[src/design/piu_pkg.sv]
// Shared constants and types for the prioritized interrupt unit
package piu_pkg;
    // Register addresses on the special-function bus
    localparam logic [7:0] ADDR_PRIO_HIGH0 = 8'hb4;
    localparam logic [7:0] ADDR_PRIO_HIGH1 = 8'hb5;
    localparam logic [7:0] ADDR_PRIO_LOW0 = 8'hb8;
    localparam logic [7:0] ADDR_PRIO_LOW1 = 8'hb9;
    localparam logic [7:0] ADDR_EXT4_PEND = 8'hd8;
    localparam logic [7:0] ADDR_EXT4_TRIG = 8'he8;

    // Reset values and implemented-bit masks
    localparam logic [7:0] REG_RESET = 8'h00;
    localparam logic [7:0] MASK_PRIO0 = 8'h7f;
    localparam logic [7:0] MASK_PRIO1 = 8'h29;
    localparam logic [7:0] MASK_EXT4 = 8'h6f;
    localparam logic [1:0] TRIG_RESET = 2'h0;

    // Trigger field position and codes
    localparam int TRIG_MSB = 7;
    localparam int TRIG_LSB = 6;
    localparam logic [1:0] TRIG_LOW = 2'h0;
    localparam logic [1:0] TRIG_FALL = 2'h1;
    localparam logic [1:0] TRIG_RISE = 2'h2;
    localparam logic [1:0] TRIG_BOTH = 2'h3;

    // Bank 1 bit positions of the upper sources
    localparam int PRIO1_SPI_BIT = 0;
    localparam int PRIO1_EXT4_BIT = 3;
    localparam int PRIO1_PWM_BIT = 5;

    // Sources in polling order, lowest index polled first
    localparam int NUM_SRC = 10;
    localparam int SRC_EXT4 = 8;
    localparam logic [3:0] SRC_NMI = 4'ha;
    localparam int NUM_EXT4 = 8;

    // Ranks: 0 idle, 1..4 for levels 0..3, 5 for the overload NMI
    localparam int RANK_W = 3;
    localparam logic [2:0] RANK_NONE = 3'h0;
    localparam logic [2:0] RANK_L3 = 3'h4;
    localparam logic [2:0] RANK_NMI = 3'h5;

    localparam logic PIN_IDLE = 1'b1;

    // Vector addresses indexed by source, NMI last
    localparam logic [15:0] VEC_TABLE [0:10] = '{
        16'h0003, 16'h000b, 16'h0013, 16'h001b, 16'h0023, 16'h002b,
        16'h0033, 16'h003b, 16'h0053, 16'h0063, 16'h007b};
    localparam logic [15:0] VEC_RESET = 16'h0000;

    // Call and return sequencer, Gray along the call path only
    typedef enum logic [2:0] {
        SEQ_IDLE = 3'h0,
        SEQ_PUSH_LO = 3'h1,
        SEQ_PUSH_HI = 3'h3,
        SEQ_LOAD = 3'h2,
        SEQ_POP_HI = 3'h6,
        SEQ_POP_LO = 3'h7
    } piu_seq_t;
endpackage : piu_pkg

[src/design/piu_ext4_chan.sv]
// One shared external interrupt 4 channel: sampler and pending flag
`timescale 1ns/10ps
module piu_ext4_chan
    import piu_pkg::*;
(
    input wire logic clk,
    input wire logic sys_rst,
    input wire logic sampleEn,
    input wire logic pinLevel,
    input wire logic [1:0] trigMode,
    input wire logic swWrite,
    input wire logic swData,
    output logic pending
);
    logic pinPrev_q;
    logic pending_q;
    logic pending_d;
    logic fallEvt;
    logic riseEvt;
    logic edgeEvt;

    // Compare this machine cycle's sample to the last one
    assign fallEvt = sampleEn & pinPrev_q & ~pinLevel;
    assign riseEvt = sampleEn & ~pinPrev_q & pinLevel;
    assign edgeEvt = (trigMode == TRIG_FALL) ? fallEvt :
                     (trigMode == TRIG_RISE) ? riseEvt :
                     (trigMode == TRIG_BOTH) ? (fallEvt | riseEvt) : 1'b0;
    // Level mode tracks the pin; an edge beats a software clear
    assign pending_d = (trigMode == TRIG_LOW) ? ~pinLevel :
                       edgeEvt ? 1'b1 :
                       swWrite ? swData : pending_q;
    assign pending = pending_q;

    // Sample and flag registers
    always_ff @(posedge clk) begin
        if (sys_rst) begin
            pinPrev_q <= PIN_IDLE;
            pending_q <= 1'b0;
        end else begin
            if (sampleEn) begin
                pinPrev_q <= pinLevel;
            end
            pending_q <= pending_d;
        end
    end
endmodule : piu_ext4_chan

[src/design/piu_core.sv]
// Prioritized interrupt unit: priority registers, arbitration, call and return sequencing
// How it works
// - Trigger field bits 7-6: 00 low level, 01 fall, 10 rise, 11 both.
// - One trigger setting applies identically to every shared external channel.
// - Edge-mode channel pending flags set by hardware, cleared only by software.
// - Taking an interrupt pushes the program counter, then loads the vector.
// - Level is high bit and low bit together, 00 lowest, 11 highest.
// - Overload NMI outranks every source, has no priority bits.
// - Only a strictly higher level may preempt a running service routine.
// - A level 3 routine is never preempted by a maskable source.
// - Simultaneous requests of different level: higher level wins.
// - Equal levels are resolved by fixed polling order.
// - Requests sampled on rising edge, polled in each fetch cycle.
// - No call while equal or higher level routine is in progress.
// - Vectoring only in the final cycle of the current instruction.
// - After a return, one more non-return instruction runs before vectoring.
// - A request gone when blocking ends is dropped; poll sees current requests.
// - Bank 0 bits 6..0 and bank 1 bits 5, 3, 0 map sources.
// - Return clears current in-progress level and pops two stacked bytes.
// - In level mode channel flags follow the pins; writes cannot clear them.
`timescale 1ns/10ps
module piu_core
    import piu_pkg::*;
#(
    parameter int NUM_CHAN = NUM_EXT4,
    parameter logic [7:0] CHAN_MASK = MASK_EXT4
)(
    input wire logic clk,
    input wire logic sys_rst,
    input wire logic [7:0] regAddr,
    input wire logic [7:0] regWrData,
    input wire logic regWr,
    input wire logic regRd,
    output logic [7:0] regRdData,
    input wire logic [8:0] srcReq,
    input wire logic ovlNmiReq,
    input wire logic [7:0] ext4Pins,
    input wire logic fetchCycle,
    input wire logic lastCycle,
    input wire logic retiInProgress,
    output logic seqBusy,
    output logic stackPushLo,
    output logic stackPushHi,
    output logic pcLoadVec,
    output logic stackPopHi,
    output logic stackPopLo,
    output logic [15:0] vecAddr,
    output logic [2:0] activeRank
);
    // Refuse any channel count other than the 8 bits of the flag register
    if (NUM_CHAN != NUM_EXT4) begin : g_bad_chan
        $error("piu_core: NUM_CHAN must equal the 8-bit flag register");
    end

    // Rank of a source from its two priority bits
    function automatic logic [2:0] rankOf(input logic hi, input logic lo);
        rankOf = {1'b0, hi, lo} + 3'h1;
    endfunction : rankOf

    logic [7:0] prioHigh0_q;
    logic [7:0] prioHigh1_q;
    logic [7:0] prioLow0_q;
    logic [7:0] prioLow1_q;
    logic [1:0] trigMode_q;
    logic [7:0] rdData_q;
    logic [7:0] rdData_d;
    logic [NUM_CHAN-1:0] ext4Flags;
    logic ext4Any;
    logic [NUM_SRC-1:0] reqAll;
    logic [NUM_SRC-1:0] reqSample_q;
    logic nmiSample_q;
    logic [NUM_SRC-1:0] srcHigh;
    logic [NUM_SRC-1:0] srcLow;
    logic [2:0] srcRank [NUM_SRC];
    logic [2:0] winRank;
    logic [3:0] winIdx;
    logic [RANK_NMI:1] active_q;
    logic [RANK_NMI:1] active_d;
    logic [2:0] curRank;
    logic callGo;
    logic retiDone;
    logic [15:0] vecAddr_q;
    piu_seq_t seq_q;
    piu_seq_t seq_d;
    logic wrPend;
    logic wrHigh0;
    logic wrHigh1;
    logic wrLow0;
    logic wrLow1;
    logic wrTrig;

    // Address decode for writes
    assign wrHigh0 = regWr && (regAddr == ADDR_PRIO_HIGH0);
    assign wrHigh1 = regWr && (regAddr == ADDR_PRIO_HIGH1);
    assign wrLow0 = regWr && (regAddr == ADDR_PRIO_LOW0);
    assign wrLow1 = regWr && (regAddr == ADDR_PRIO_LOW1);
    assign wrPend = regWr && (regAddr == ADDR_EXT4_PEND);
    assign wrTrig = regWr && (regAddr == ADDR_EXT4_TRIG);

    // Read mux; unmapped addresses and reserved bits read zero
    assign rdData_d =
        (regAddr == ADDR_PRIO_HIGH0) ? (prioHigh0_q & MASK_PRIO0) :
        (regAddr == ADDR_PRIO_HIGH1) ? (prioHigh1_q & MASK_PRIO1) :
        (regAddr == ADDR_PRIO_LOW0) ? (prioLow0_q & MASK_PRIO0) :
        (regAddr == ADDR_PRIO_LOW1) ? (prioLow1_q & MASK_PRIO1) :
        (regAddr == ADDR_EXT4_PEND) ? (ext4Flags & CHAN_MASK) :
        (regAddr == ADDR_EXT4_TRIG) ? {trigMode_q, 6'h00} : REG_RESET;

    // Software registers; reserved bits never store
    always_ff @(posedge clk) begin
        if (sys_rst) begin
            prioHigh0_q <= REG_RESET;
            prioHigh1_q <= REG_RESET;
            prioLow0_q <= REG_RESET;
            prioLow1_q <= REG_RESET;
            trigMode_q <= TRIG_RESET;
        end else begin
            if (wrHigh0) prioHigh0_q <= regWrData & MASK_PRIO0;
            if (wrHigh1) prioHigh1_q <= regWrData & MASK_PRIO1;
            if (wrLow0) prioLow0_q <= regWrData & MASK_PRIO0;
            if (wrLow1) prioLow1_q <= regWrData & MASK_PRIO1;
            if (wrTrig) trigMode_q <= regWrData[TRIG_MSB:TRIG_LSB];
        end
    end

    // Read data valid only in the cycle after the strobe
    always_ff @(posedge clk) begin
        if (sys_rst) begin
            rdData_q <= REG_RESET;
        end else begin
            rdData_q <= regRd ? rdData_d : REG_RESET;
        end
    end
    assign regRdData = rdData_q;

    // Shared external channels, all fed the same trigger mode
    for (genvar c = 0; c < NUM_CHAN; c++) begin : g_chan
        if (CHAN_MASK[c]) begin : g_on
            piu_ext4_chan u_chan (
                .clk(clk),
                .sys_rst(sys_rst),
                .sampleEn(fetchCycle),
                .pinLevel(ext4Pins[c]),
                .trigMode(trigMode_q),
                .swWrite(wrPend),
                .swData(regWrData[c]),
                .pending(ext4Flags[c])
            );
        end else begin : g_off
            assign ext4Flags[c] = 1'b0;
        end
    end
    assign ext4Any = |ext4Flags;

    // Request vector in polling order; shared channels sit at their slot
    assign reqAll = {srcReq[8], ext4Any, srcReq[7:0]};

    // Register requests each rising edge; polled only at fetch
    always_ff @(posedge clk) begin
        if (sys_rst) begin
            reqSample_q <= '0;
            nmiSample_q <= 1'b0;
        end else begin
            reqSample_q <= reqAll;
            nmiSample_q <= ovlNmiReq;
        end
    end

    // Priority bits gathered per source
    assign srcHigh = {prioHigh1_q[PRIO1_PWM_BIT], prioHigh1_q[PRIO1_EXT4_BIT],
                      prioHigh1_q[PRIO1_SPI_BIT], prioHigh0_q[6:0]};
    assign srcLow = {prioLow1_q[PRIO1_PWM_BIT], prioLow1_q[PRIO1_EXT4_BIT],
                     prioLow1_q[PRIO1_SPI_BIT], prioLow0_q[6:0]};
    for (genvar s = 0; s < NUM_SRC; s++) begin : g_rank
        assign srcRank[s] = rankOf(srcHigh[s], srcLow[s]);
    end

    // Highest rank wins; walking downward lets the earlier source win ties
    always_comb begin
        winRank = RANK_NONE;
        winIdx = 4'h0;
        for (int i = NUM_SRC - 1; i >= 0; i--) begin
            if (reqSample_q[i] && (srcRank[i] >= winRank)) begin
                winRank = srcRank[i];
                winIdx = 4'(i);
            end
        end
        if (nmiSample_q) begin
            winRank = RANK_NMI;
            winIdx = SRC_NMI;
        end
    end

    // Highest level currently in service
    always_comb begin
        curRank = RANK_NONE;
        for (int r = 1; r <= RANK_NMI; r++) begin
            if (active_q[r]) curRank = 3'(r);
        end
    end
    assign activeRank = curRank;

    // Call only at a fetch in the last cycle of a non-return instruction
    assign callGo = (seq_q == SEQ_IDLE) && fetchCycle && lastCycle
                    && !retiInProgress
                    && (winRank > curRank);
    assign retiDone = (seq_q == SEQ_IDLE) && lastCycle && retiInProgress;

    // In-progress levels: set on call, drop highest on return
    always_comb begin
        active_d = active_q;
        if (callGo) begin
            active_d[winRank] = 1'b1;
        end else if (retiDone && (curRank != RANK_NONE)) begin
            active_d[curRank] = 1'b0;
        end
    end

    // Sequencer next state
    always_comb begin
        seq_d = seq_q;
        unique case (seq_q)
            SEQ_IDLE: begin
                if (callGo) seq_d = SEQ_PUSH_LO;
                else if (retiDone) seq_d = SEQ_POP_HI;
            end
            SEQ_PUSH_LO: seq_d = SEQ_PUSH_HI;
            SEQ_PUSH_HI: seq_d = SEQ_LOAD;
            SEQ_LOAD: seq_d = SEQ_IDLE;
            SEQ_POP_HI: seq_d = SEQ_POP_LO;
            SEQ_POP_LO: seq_d = SEQ_IDLE;
            default: seq_d = SEQ_IDLE;
        endcase
    end

    // State, level and vector registers; vector is frozen for the whole call
    always_ff @(posedge clk) begin
        if (sys_rst) begin
            seq_q <= SEQ_IDLE;
            active_q <= '0;
            vecAddr_q <= VEC_RESET;
        end else begin
            seq_q <= seq_d;
            active_q <= active_d;
            if (callGo) vecAddr_q <= VEC_TABLE[winIdx];
        end
    end

    // Stack strobes: push low then high byte before the vector load
    assign stackPushLo = (seq_q == SEQ_PUSH_LO);
    assign stackPushHi = (seq_q == SEQ_PUSH_HI);
    assign pcLoadVec = (seq_q == SEQ_LOAD);
    assign stackPopHi = (seq_q == SEQ_POP_HI);
    assign stackPopLo = (seq_q == SEQ_POP_LO);
    assign seqBusy = (seq_q != SEQ_IDLE);
    assign vecAddr = vecAddr_q;
endmodule : piu_core

[config.mk]
export PLATFORM = sky130hd
export DESIGN_NAME = piu_core
export DESIGN_NICKNAME = d
export VERILOG_FILES = /design/src/design/piu_pkg.sv /design/src/design/piu_ext4_chan.sv /design/src/design/piu_core.sv
export SDC_FILE = /design/constraint.sdc
export NUM_CORES = 1
export LEC_CHECK = 0
export ABC_CLOCK_PERIOD_IN_PS = 43300
export BUFFER_PORTS_ARGS = -buffer_cell sky130_fd_sc_hd__buf_2
export CORE_UTILIZATION = 40
export CTS_CLUSTER_SIZE = 24
export DETAILED_ROUTE_END_ITERATION = 12
export SETUP_SLACK_MARGIN = 0.05
export SLEW_MARGIN = 20
export SYNTH_ARGS = -nofsm -noshare
export SYNTH_HDL_FRONTEND = slang
export SYNTH_SLANG_ARGS = --single-unit
[constraint.sdc]
create_clock -name clk -period 43.3 [get_ports clk]
set_input_delay 4.33 -clock clk [delete_from_list [all_inputs] [get_ports clk]]
set_output_delay 4.33 -clock clk [all_outputs]
set_load 0.02 [all_outputs]
==> results_dict.tcl <==
set metrics [dict create \
    status "finished clean" \
    grt_pass1_wl_um 19100 \
    drv_cap 0 \
    synthArstFlopShare 0 \
    fin_skew_ns 0.0161 \
    rsz0062_at_grt "no" \
    cts-root-buf "clkbuf_8" \
    die_area_um2 11400 \
    dr.pass1.iters 4 \
    port_buffers 61 \
    via_per_inst 5.57 \
    grt_antenna_before_repair 0 \
    fmax_mhz 62.5 \
    clock_sinks 66 \
    synth_top_family_by_area "simple AND/OR/NAND/NOR gates" \
    grt_usage 0.208 \
    area_delta_synth_final_pct 12.6 \
    ant_nets 0 \
    regArea_um2 1320 \
    layout-drive-gt1-share 0.160 \
    p_leak_nw 2.02 \
    cts.clk_slew.worst_paths_ns 0.07 \
    fp.dieH_um 107 \
    route.vias.total 4146 \
    cp-startpoint "reqSample_q[9]" \
    whs_endpoint "vecAddr[6]" \
    stdcell_count 744 \
    dp_cells 728 \
    grt_pass1_vias 3983 \
    chipWidth_um 107 \
    crit_fanout 8 \
    initial_core_util 0.420 \
    cts_setup_buffers 0 \
    diodes 0 \
    fillers 1080 \
    drc 0 \
    post-route-period-util 0.370 \
    synth_edf_count 0 \
    report.final.slew_viol_count 0 \
    yosys.area_share.simple 0.267 \
    min_from "vecAddr[6]" \
    synth-compound-area-share 0.250 \
    cts_tree "done" \
    min_path_cells 2 \
    final.setup.worst_slack_ns 27.30 \
    gr-total-overflow 0 \
    clock_latency_ns 0.34 \
    syn_inst 550 \
    arrival_ns 16.21 \
    crit_path_start_kind "flip-flop" \
    multiInputGateArea_um2 2870 \
    dp_hpwl_um 8560 \
    synth_cell_types 73 \
    cts_buffers 9 \
    yosysSeqAreaShare 0.301 \
    path_class "flip-flop to flip-flop" \
    cts.htree.levels 3 \
    clockBufferDepth 2 \
    pin_count 74 \
    cts_hold_buf 0 \
    setup_viol 0 \
    r2r_cells 71 \
    regToRegSetupSlack_ns 27.30 \
    final_nets 670 \
    worst_pin_slew_ns 0.889 \
    place_congestion 0.843 \
    total_power_mw 0.133 \
    synthFlopType "dfxtp_1" \
    critical_path.max_stage_delay_ns 0.49 \
    powerDensity_nw_per_um2 27.0 \
    final_core_util 0.472 \
    ys_ff_latch 66 \
    slowest_stage "a221oi_1" \
    grt_max_degree 48 \
    synthMuxAreaShare 0.0442 \
    endpoint_kind "flip-flop" \
    hold_class "flip-flop to flip-flop" \
    rows 37 \
    syn_area_um2 4390 \
    pre_cts_ws_ns 27.33 \
    synth_xor_area_frac 0 \
    first_iter_violations 253 \
    reg2reg_to "vecAddr[5]" \
    vdd_drop_max_v 0.0000202 \
    syn_avg_cell_area_um2 7.98 \
    synth_fa_ha_area_frac 0.0855 \
    relSlewSlack 0.408 \
    wirelength_um 11200 \
    ctsResizeCount 0 \
    worstPathRequired_ns 43.51 \
    core_area_um2 10500 \
    period_minus_slack_ns 16.00 \
    finalHoldViolations 0 \
    setup-tns-final_ns 0 \
    wire_per_inst_um 15.1 \
    r2r_start "reqSample_q[9]" \
    ys_warn_count 0 \
]
## power breakdown
part           switching, mW  internal, mW  total, mW
sequential           0.00190        0.0624     0.0643
clock                 0.0260        0.0270     0.0530
combinational        0.00958       0.00635     0.0159
## cells in the final DEF, fill, tap and decap left out, types with 6 or more instances in the layout
master and count:
conb_1 10, a221oi_1 7, dfxtp_1 66, mux2i_1 16
nand3b_1 6, nand2_1 71, ha_1 26, inv_1 16
nand2b_1 11, nor2b_1 17, o211ai_1 7, nor2_1 40
nor3_1 8, and3_1 7, or3_1 8, a21oi_1 47
o21a_1 9, nand3_1 21, buf_2 61, o21ai_0 30
nor3b_1 7, and2_1 9, clkbuf_8 9
## synth_stat cells, types with 3 or more instances
master | instances | area (um2)
o21ai_0 | 30 | 150
nor2_1 | 40 | 150
mux2_2 | 3 | 33.8
dfxtp_1 | 66 | 1320
clkbuf_1 | 13 | 48.8
o21bai_1 | 3 | 22.5
nor2b_1 | 17 | 106
mux2i_1 | 16 | 160
a221oi_1 | 7 | 61.3
nor3b_1 | 7 | 52.6
and4_1 | 4 | 35.0
and3_1 | 7 | 43.8
and2_1 | 9 | 56.3
buf_4 | 11 | 82.6
o31ai_1 | 3 | 22.5
nand2_1 | 71 | 267
a31oi_1 | 4 | 25.0
a22oi_1 | 4 | 30.0
nand3b_1 | 6 | 45.0
maj3_1 | 5 | 50.1
a211o_1 | 4 | 35.0
a21oi_1 | 47 | 235
a21o_1 | 5 | 37.5
a211oi_1 | 4 | 30.0
a32oi_1 | 3 | 26.3
buf_1 | 3 | 11.3
nor4_1 | 3 | 18.8
a32o_1 | 3 | 30.0
ha_1 | 26 | 325
nand3_1 | 21 | 105
or3_1 | 8 | 50.1
inv_1 | 16 | 60.1
nor3_1 | 8 | 40.0
o211ai_1 | 7 | 52.6
nand2b_1 | 11 | 68.8
o21a_1 | 9 | 67.6
## worst max-delay path by stage
stage            endpoint  slack [ns]
2_1_floorplan  vecAddr[5]       29.10
3_3_place_gp   vecAddr[5]       27.40
3_5_place_dp   vecAddr[5]       27.33
4_1_cts        vecAddr[5]       27.26
5_1_grt        vecAddr[5]       25.68
6_report       vecAddr[5]       27.30
## stage by stage
stage	area [um2]	hold WS (ns)
after detailed placement	4740	0.448
after floorplan	4420	0.453
after global placement	4740	0.439
after global routing	4940	0.486
final	4940	0.458
after CTS	4940	0.461
## routing by layer
layer  part of all wire  GRT usage  up-vias
li1                   -          -     2117
met1               0.48      0.272     1928
met2               0.46      0.340       92
met3              0.047     0.0462        9
met4              0.010     0.0646        0
met5                  0          0        -
## flip-flops by register name (all words and copies together) (netlist names)
signal / cells
prioHigh1_q: 3
g_chan.g_on.u_chan.pending: 6
prioLow1_q: 3
reqSample_q: 10
prioHigh0_q: 7
nmiSample_q: 1
vecAddr: 5
seq_q: 3
regRdData: 8
prioLow0_q: 7
active_q: 5
g_chan.g_on.u_chan.pinPrev_q: 6
trigMode_q: 2
## worst max-delay path: cells and delay by family, from the launching register on
family	cells	cell delay (ns)
fa+ha+maj	14	4.16
flops	1	0.48
simple gates	24	4.32
mux	3	1.03
compound gates	28	5.72
buf+inv	2	0.14
## cell families (layout without fill, tap and decap cells)
group	count (synthesis)	after routing
compound gates	160	160
fa+ha+maj	31	31
buf+inv	46	95
flops	66	66
mux	19	19
other cells	1	10
simple gates	227	227
## layout make-up
type | instances | area share
Inverter | 17 | 0.0129
Clock buffer | 9 | 0.0251
Tap cell | 136 | 0.0344
Clock inverter | 7 | 0.0154
Timing Repair Buffer | 62 | 0.0633
Sequential cell | 66 | 0.267
Multi-Input combinational cell | 447 | 0.582
No activity file was read; power rests on OpenSTA's default activity.
